**src/mml_pkg.sv**
```systemverilog
// Package: register map, field positions and reset values for the block
package mml_pkg;

  // ********************************************************************
  // Register offsets (byte addresses, one aligned word each)
  // ********************************************************************
  localparam logic [11:0] MML_CTRL_OFS   = 12'h000; // Management control
  localparam logic [11:0] MML_POLL_OFS   = 12'h004; // Link poll / mode select
  localparam logic [11:0] MML_MANUAL_OFS = 12'h008; // Manual pin access
  localparam logic [11:0] MML_LINK_OFS   = 12'h00C; // Link monitor status

  // ********************************************************************
  // Field positions
  // ********************************************************************
  localparam int MML_CTRL_EN_BIT     = 0;  // Automatic engine enable
  localparam int MML_POLL_MAN_BIT    = 0;  // Manual mode select
  localparam int MML_POLL_MON_BIT    = 1;  // Auto link monitor enable
  localparam int MML_MAN_CLK_BIT     = 0;  // Clock pin drive value
  localparam int MML_MAN_DOUT_BIT    = 1;  // Data pin drive value
  localparam int MML_MAN_DOE_BIT     = 2;  // Data pin direction, 1 = out
  localparam int MML_MAN_DIN_BIT     = 3;  // Sampled data pin level
  localparam int MML_MAN_CLKIN_BIT   = 4;  // Sampled clock pin level
  localparam int MML_LINK_UP_BIT     = 0;  // Current link state
  localparam int MML_LINK_CHG_BIT    = 1;  // Sticky link change flag

  // ********************************************************************
  // Reset values
  // ********************************************************************
  localparam logic [31:0] MML_CTRL_RST   = 32'h0000_0000;
  localparam logic [31:0] MML_POLL_RST   = 32'h0000_0000;
  localparam logic [31:0] MML_MANUAL_RST = 32'h0000_0000;
  localparam logic [31:0] MML_RDZERO     = 32'h0000_0000;

endpackage

```
**src/mml_top.sv**
```systemverilog
// Module: manual pin access and link monitor for the management interface
`timescale 1ns/1ns
// ********************************************************************
// Summary of operation
// (RL1) Software drives and samples pins via register
// (RL2) Software keeps engine enable at zero first
// (RL3) Manual select bit hands pins to software
// (RL4) Pad muxing still routes pins to this block
// (RL5) Hardware polls link from dedicated status pin
// (RL6) Phy link output stays steady while up
// (RL7) Link monitor works with engine disabled
// (RL8) Manual reads report data pin; input releases
// ********************************************************************
module mml_top
  import mml_pkg::*;
(
  input  wire logic        clk_sys_in,    // Functional clock, 250 MHz
  input  wire logic        rst_n_in,      // Synchronous reset, active low
  input  wire logic        psel_in,       // APB select
  input  wire logic        penable_in,    // APB access phase
  input  wire logic        pwrite_in,     // APB direction, 1 = write
  input  wire logic [11:0] paddr_in,      // APB byte address
  input  wire logic [31:0] pwdata_in,     // APB write data
  input  wire logic [3:0]  pstrb_in,      // APB byte strobes
  output logic      [31:0] prdata_out,    // APB read data
  output logic             pready_out,    // APB ready
  output logic             pslverr_out,   // APB error on unmapped address
  input  wire logic        mdc_in,        // Clock pad level
  output logic             mdc_out,       // Clock pad drive value
  output logic             mdc_oe_out,    // Clock pad drive enable
  input  wire logic        mdio_in,       // Data pad level
  output logic             mdio_out,      // Data pad drive value
  output logic             mdio_oe_out,   // Data pad drive enable
  input  wire logic        phy_link_status_input_in, // Link pin from phy
  output logic             link_up_out,   // Monitored link state
  output logic             engine_en_out  // Automatic engine enable level
);

  // ********************************************************************
  // Register state
  // ********************************************************************
  logic        ctrl_en_r,   ctrl_en_nxt;    // Automatic engine enable
  logic        man_sel_r,   man_sel_nxt;    // Manual mode select
  logic        mon_en_r,    mon_en_nxt;     // Auto link monitor enable
  logic [2:0]  man_r,       man_nxt;        // Manual clk, dout, doe
  logic        link_r,      link_nxt;       // Debounce-free link state
  logic        chg_r,       chg_nxt;        // Sticky link change
  logic [31:0] rdata_r,     rdata_nxt;      // Read data register
  logic        ready_r,     ready_nxt;      // Ready pulse
  logic        err_r,       err_nxt;        // Error pulse
  logic        mdc_r,       mdc_nxt;        // Clock pad out
  logic        mdc_oe_r,    mdc_oe_nxt;     // Clock pad enable
  logic        mdo_r,       mdo_nxt;        // Data pad out
  logic        mdo_oe_r,    mdo_oe_nxt;     // Data pad enable

  // ********************************************************************
  // Pin synchronisers, two flops before any reader
  // ********************************************************************
  logic [2:0] sync1_r; // First stage, read only by sync2_r
  logic [2:0] sync2_r; // Second stage: {link, mdc, mdio}

  // Plain two-stage capture of asynchronous pad levels
  always_ff @(posedge clk_sys_in)
  begin
    if (!rst_n_in)
    begin
      sync1_r <= 3'h0;
      sync2_r <= 3'h0;
    end
    else
    begin
      sync1_r <= {phy_link_status_input_in, mdc_in, mdio_in};
      sync2_r <= sync1_r;
    end
  end

  logic link_s;  // Synchronised link pin
  logic mdc_s;   // Synchronised clock pad
  logic mdio_s;  // Synchronised data pad
  assign link_s = sync2_r[2];
  assign mdc_s  = sync2_r[1];
  assign mdio_s = sync2_r[0];

  // ********************************************************************
  // APB slave and next-state logic
  // ********************************************************************
  logic acc;   // Access phase seen; pready answers on the next cycle
  logic wr;    // Write taken this cycle
  logic hit;   // Address mapped
  logic manual_on; // Manual mode owns the pads

  assign acc = psel_in && penable_in && !ready_r;
  assign wr  = acc && pwrite_in && hit && pstrb_in[0];
  assign manual_on = man_sel_r;

  // Address map check, kept apart from the next-state process so that
  // the write strobe built from it never feeds back into its own source
  always_comb
  begin
    unique case (paddr_in)
      MML_CTRL_OFS, MML_POLL_OFS, MML_MANUAL_OFS, MML_LINK_OFS:
        hit = 1'b1;
      default:
        hit = 1'b0;
    endcase
  end

  // Decode, writes, read mux and pad steering
  always_comb
  begin
    ctrl_en_nxt = ctrl_en_r;
    man_sel_nxt = man_sel_r;
    mon_en_nxt  = mon_en_r;
    man_nxt     = man_r;
    rdata_nxt   = rdata_r;
    ready_nxt   = acc;
    err_nxt     = 1'b0;
    // Unknown offsets get pslverr and read zero
    if (acc && !hit)
    begin
      err_nxt   = 1'b1;
      rdata_nxt = MML_RDZERO;
    end
    if (wr)
    begin
      // Only byte lane 0 carries fields; other lanes ignored
      unique case (paddr_in)
        MML_CTRL_OFS:
          ctrl_en_nxt = pwdata_in[MML_CTRL_EN_BIT];
        MML_POLL_OFS:
        begin
          man_sel_nxt = pwdata_in[MML_POLL_MAN_BIT]; // RL3
          mon_en_nxt  = pwdata_in[MML_POLL_MON_BIT];
        end
        MML_MANUAL_OFS:
          man_nxt = {pwdata_in[MML_MAN_DOE_BIT],
                     pwdata_in[MML_MAN_DOUT_BIT],
                     pwdata_in[MML_MAN_CLK_BIT]}; // RL1
        default:
          man_nxt = man_r;
      endcase
    end
    if (acc && hit && !pwrite_in)
    begin
      rdata_nxt = MML_RDZERO;
      unique case (paddr_in)
        MML_CTRL_OFS:
          rdata_nxt[MML_CTRL_EN_BIT] = ctrl_en_r;
        MML_POLL_OFS:
        begin
          rdata_nxt[MML_POLL_MAN_BIT] = man_sel_r;
          rdata_nxt[MML_POLL_MON_BIT] = mon_en_r;
        end
        MML_MANUAL_OFS:
        begin
          rdata_nxt[MML_MAN_CLK_BIT]   = man_r[0];
          rdata_nxt[MML_MAN_DOUT_BIT]  = man_r[1];
          rdata_nxt[MML_MAN_DOE_BIT]   = man_r[2];
          rdata_nxt[MML_MAN_DIN_BIT]   = mdio_s; // RL8
          rdata_nxt[MML_MAN_CLKIN_BIT] = mdc_s;  // RL1
        end
        default:
        begin
          rdata_nxt[MML_LINK_UP_BIT]  = link_r;
          rdata_nxt[MML_LINK_CHG_BIT] = chg_r;
        end
      endcase
    end
    // Pads follow manual bits only in manual mode; the automatic engine
    // is not built here, so otherwise the pads are released.
    mdc_nxt    = manual_on ? man_r[0] : 1'b0;     // RL3
    mdc_oe_nxt = manual_on;                       // RL1
    mdo_nxt    = manual_on ? man_r[1] : 1'b0;
    mdo_oe_nxt = manual_on && man_r[2];           // RL8
  end

  // ********************************************************************
  // Link monitor, independent of engine enable and manual mode
  // ********************************************************************
  logic clr_chg; // Software write of one to the change flag
  assign clr_chg = wr && (paddr_in == MML_LINK_OFS)
                   && pwdata_in[MML_LINK_CHG_BIT];

  // Tracks the pin; set of the change flag wins over a clear
  always_comb
  begin
    link_nxt = mon_en_r ? link_s : 1'b0;          // RL5 RL7
    chg_nxt  = chg_r;
    if (clr_chg)
      chg_nxt = 1'b0;
    if (link_nxt != link_r)
      chg_nxt = 1'b1;                             // RL5
  end

  // Register all state
  always_ff @(posedge clk_sys_in)
  begin
    if (!rst_n_in)
    begin
      ctrl_en_r <= MML_CTRL_RST[MML_CTRL_EN_BIT];
      man_sel_r <= MML_POLL_RST[MML_POLL_MAN_BIT];
      mon_en_r  <= MML_POLL_RST[MML_POLL_MON_BIT];
      man_r     <= MML_MANUAL_RST[2:0];
      link_r    <= 1'b0;
      chg_r     <= 1'b0;
      rdata_r   <= MML_RDZERO;
      ready_r   <= 1'b0;
      err_r     <= 1'b0;
      mdc_r     <= 1'b0;
      mdc_oe_r  <= 1'b0;
      mdo_r     <= 1'b0;
      mdo_oe_r  <= 1'b0;
    end
    else
    begin
      ctrl_en_r <= ctrl_en_nxt;
      man_sel_r <= man_sel_nxt;
      mon_en_r  <= mon_en_nxt;
      man_r     <= man_nxt;
      link_r    <= link_nxt;
      chg_r     <= chg_nxt;
      rdata_r   <= rdata_nxt;
      ready_r   <= ready_nxt;
      err_r     <= err_nxt;
      mdc_r     <= mdc_nxt;
      mdc_oe_r  <= mdc_oe_nxt;
      mdo_r     <= mdo_nxt;
      mdo_oe_r  <= mdo_oe_nxt;
    end
  end

  // ********************************************************************
  // Outputs, all from flops
  // ********************************************************************
  assign prdata_out    = rdata_r;
  assign pready_out    = ready_r;
  assign pslverr_out   = err_r;
  assign mdc_out       = mdc_r;
  assign mdc_oe_out    = mdc_oe_r;
  assign mdio_out      = mdo_r;
  assign mdio_oe_out   = mdo_oe_r;
  assign link_up_out   = link_r;
  assign engine_en_out = ctrl_en_r;

  // ********************************************************************
  // Assertions
  // ********************************************************************
  a_manual_clk_drive: assert property ( // RL1
    @(posedge clk_sys_in) disable iff (!rst_n_in)
    (man_sel_r && man_r[0]) |=> (mdc_out && mdc_oe_out))
    else $error("clock pad not driven from manual bit");

  a_manual_gate: assert property ( // RL3
    @(posedge clk_sys_in) disable iff (!rst_n_in)
    !man_sel_r |=> (!mdc_oe_out && !mdio_oe_out))
    else $error("pads driven outside manual mode");

  a_data_release: assert property ( // RL8
    @(posedge clk_sys_in) disable iff (!rst_n_in)
    (man_sel_r && !man_r[2]) |=> !mdio_oe_out)
    else $error("data pad not released in input mode");

  a_data_drive: assert property ( // RL8
    @(posedge clk_sys_in) disable iff (!rst_n_in)
    (man_sel_r && man_r[2]) |=> (mdio_oe_out && mdio_out == $past(man_r[1])))
    else $error("data pad not driven with manual value");

  a_link_follow: assert property ( // RL5
    @(posedge clk_sys_in) disable iff (!rst_n_in)
    (mon_en_r && $stable(link_s)) |=> (link_up_out == $past(link_s)))
    else $error("link output does not follow pin");

  a_link_no_engine: assert property ( // RL7
    @(posedge clk_sys_in) disable iff (!rst_n_in)
    (mon_en_r && !ctrl_en_r && $rose(link_s)) |=> link_up_out)
    else $error("link monitor stalled with engine off");

  a_link_change: assert property ( // RL5
    @(posedge clk_sys_in) disable iff (!rst_n_in)
    $changed(link_up_out) |-> chg_r)
    else $error("link change not flagged");

  a_apb_ready: assert property ( // RL1
    @(posedge clk_sys_in) disable iff (!rst_n_in)
    (psel_in && penable_in && !pready_out) |=> pready_out ##1 !pready_out)
    else $error("apb ready not a one cycle answer");

endmodule

```
**config.mk**
```make
export PLATFORM = sky130hd
export DESIGN_NAME = mml_top
export DESIGN_NICKNAME = d
export VERILOG_FILES = /design/src/mml_pkg.sv /design/src/mml_top.sv
export SDC_FILE = /design/constraint.sdc
export NUM_CORES = 1
export LEC_CHECK = 0
export ABC_AREA = 1
export ABC_CLOCK_PERIOD_IN_PS = 1200
export BUFFER_PORTS_ARGS = -buffer_cell sky130_fd_sc_hd__buf_2
export CORE_UTILIZATION = 40
export DETAILED_ROUTE_END_ITERATION = 8
export PLACE_DENSITY = 0.79
export SLEW_MARGIN = 20
export SYNTH_ARGS = -nofsm -noshare
export SYNTH_HDL_FRONTEND = slang
export SYNTH_SLANG_ARGS = --single-unit
```
**constraint.sdc**
```tcl
create_clock -name clk_sys_in -period 1.2 [get_ports clk_sys_in]
set_input_delay 0.12 -clock clk_sys_in [delete_from_list [all_inputs] [get_ports clk_sys_in]]
set_output_delay 0.12 -clock clk_sys_in [all_outputs]
set_load 0.05 [all_outputs]
```
==> results.md <==
- Status: complete, no violations
- Synth Register Bits: 25
- CP max FO: 4
- IO Pins: 96
- CTS buffer count: 3
- Post-synthesis sequential area ratio: 0.3745
- Grt ovf: 0
- Worst Hold Class: input pin to flop
- WL final: 2310 um
- Pleak: a little under 0.9 nW
- Crit path DAT: between 1 and 1.5 ns
- TritonCTS clock tree: built
- Count of final setup violators: 0
- Pin count of the biggest net entering global routing: 16
- Clk sinks: 25
- Max stage delay cell, worst path: dfxtp_2
- H-tree Lvls: 1
- Max_cap viols: 0
- Layout cells sized above 1: 0.3174
- Cell Area, Synth: 0.001336 mm^2
- Crit path top cell by count: inv_2
- Final Hold Fails: 0
- Xor/xnor cell area share of the yosys netlist: 0.006554
- Fin util: 0.5190
- Clock Latency Late Sink: 0.31 ns
- Ant diodes: 0
- Die span in y: about 60 um
- Area contributors post-synth: dfxtp_1, buf_4, nand2_1
- Initial core utilization: 0.4306
- Die X: 59.80 um
- Synthesized-area fraction occupied by adder cells: 0
- Remaining antenna violation count: 0
- Site Rows: 20
- Yosys warning count: 0
- Number of flops mapped to enable cells by yosys: 0
- Max-slew violations: 0
- DR WL/cell: 8.431 um
- Mux cell area share after synthesis: 0
- CP Cell Sequence: inv_2, nand3_4, inv_4, nand4_4, nor2_4, inv_2, a21oi_2
- Post-synth top cells: nand2_1, inv_1, buf_4, dfxtp_1, nor2_1
- Compound-gate portion of the synthesized area: 0.05524
- Simple-gate area share of the yosys netlist: 0.3081
- Most common cell in the netlist: nand2_1
- Dpl cells: roughly 270
- Number of global-route vias before repair: a little over 900
- Root Driver: clkbuf_4
- Post-synth top area cell: dfxtp_1
- DR pass1 iterations: 4
- Clock skew: 0.002704 ns
- 1st-iter DRT viols: 25
- Syn_area_per_cell: around 7.3 um^2
- Clock input transition at the sequential cells of the worst setup and hold paths: 0.13 ns
- Nets: ~290
- Antenna violations before repair: 0
- IO Port Bufs: 36
- Pwr/cell area: around 970 mW/mm^2
- Yosys cell types: 23
- WHS: around 0.12 ns
- GPL Wtd Cong: 0.8433
- Hpwl dp: between 1500 and 2000 um
- Unrepaired setup endpoints after global routing: true
- Via count: roughly 1100
- Design Power: 1.554 mW
- Vias per Instance: just over 4
- Post-synth top area share: 0.3745
- GR Util All Layers: 0.1312
- Fmax: ~860 MHz
- Critical Path Max Stage Delay: around 0.34 ns
- Post-synth ARST share: 0
- Main synth FF type: dfxtp_1
- Largest family of logic cells by synthesized area: simple AND/OR/NAND/NOR gates
- Worst Path Required: between 1 and 1.5 ns
- Remaining DRCs: 0
- Mapped Cells: between 150 and 200
- Peak supply drop: 0.3618 mV
- Maximum clock path buffer count: 2
- Crit start category: flop
- Post-route clock period utilization: 0.9675
- Non-filler instance count after layout: 274
- DIE AREA: 0.003576 mm^2
- P&R area growth vs syn: 20.51%
- Global-route wire length before repair: 3608 um
- Core area: 0.003103 mm^2
- Shortest clock period the worst path allows after layout: between 1 and 1.5 ns
- CP endpoint kind: flop
- Crit path kind: flop to flop
- Setup TNS: 0 ns
-- state kept, by name, indices dropped and copies added, names as in the netlist --
| register | count |
|---|---|
| sync2_r | 3 |
| pready_out | 1 |
| prdata_out | 5 |
| man_r | 3 |
| engine_en_out | 1 |
| mdc_oe_out | 1 |
| mdio_oe_out | 1 |
| man_sel_r | 1 |
| pslverr_out | 1 |
| link_up_out | 1 |
| mdc_out | 1 |
| mon_en_r | 1 |
| mdio_out | 1 |
| sync1_r | 3 |
| chg_r | 1 |
-- through the flow --
step	setup slack, ns	instance area, um^2
after floorplan	0.004621	1435
after global placement	-0.006919	1506
after detailed placement	-0.03924	1506
after CTS	-0.004014	1574
after global routing	-0.005515	1610
final	0.03901	1610
-- cells in the final DEF, fill, tap and decap left out, drive strengths merged --
master	instances
inv	30
a21oi	11
nand2	42
nor2	23
nand4	1
nor3	2
nand3	13
clkinvlp	1
conb	27
xor2	1
dfxtp	25
clkinv	1
buf	44
o21ai	3
dlygate4sd3	3
clkbuf	3
-- logic make-up after synthesis --
logic type                after synthesis
other                                   1
buffers and inverters                  60
AOI/OAI and AO/OA                      14
DFF                                    25
xor gates and xnor gates                1
and+or+nand+nor                        81
-- metal layers --
layer	wire length [um]	global-route usage	share of wire
met1	964	0.1576	0.42
met2	1203	0.2381	0.52
met3	124	0.02597	0.054
met4	17	0.02990	0.0074
met5	0	0	0
-- where the power goes --
part	switching, mW	internal (mW)	leakage, nW
Combinational	0.270	0.0691	0.660
Sequential	0.00327	0.842	0.203
Clock	0.243	0.127	0.0139
-- critical path: cells and delay by family, from the launching register on --
family,cells,cell delay (ns)
AOI/OAI and AO/OA,1,0.13
buffers and inverters,3,0.20
DFF,1,0.34
and+or+nand+nor,3,0.42
-- final timing paths --
check             slack [ns]          to  cells after the start         start
setup / recovery        0.04    man_r[0]                      7    pready_out
hold / removal          0.12    man_r[2]                      5  pwdata_in[2]
setup reg to reg        0.04    man_r[0]                      7    pready_out
hold reg to reg         0.43  sync2_r[1]                      2    sync1_r[1]
-- cell type report --
type	count	area [um^2]
fill	302	1493
multi-input combinational	123	621.8
sequential	25	501.7
timing repair buffer	47	282.8
inverter	31	118.9
tap	44	55.05
clock buffer	3	22.52
clock inverter	1	7.507
-- repair_timing --
item | CTS | global route
hold buffers | 3 | 0
cloned | 0 | 0
setup endpoints to repair | 3 | 11
setup buffers | 1 | 1
endpoints found under the hold margin | 3 | 0
gates resized for setup | 0 | 9
pin swaps | 0 | 3
(Power assumes the default switching activity.)
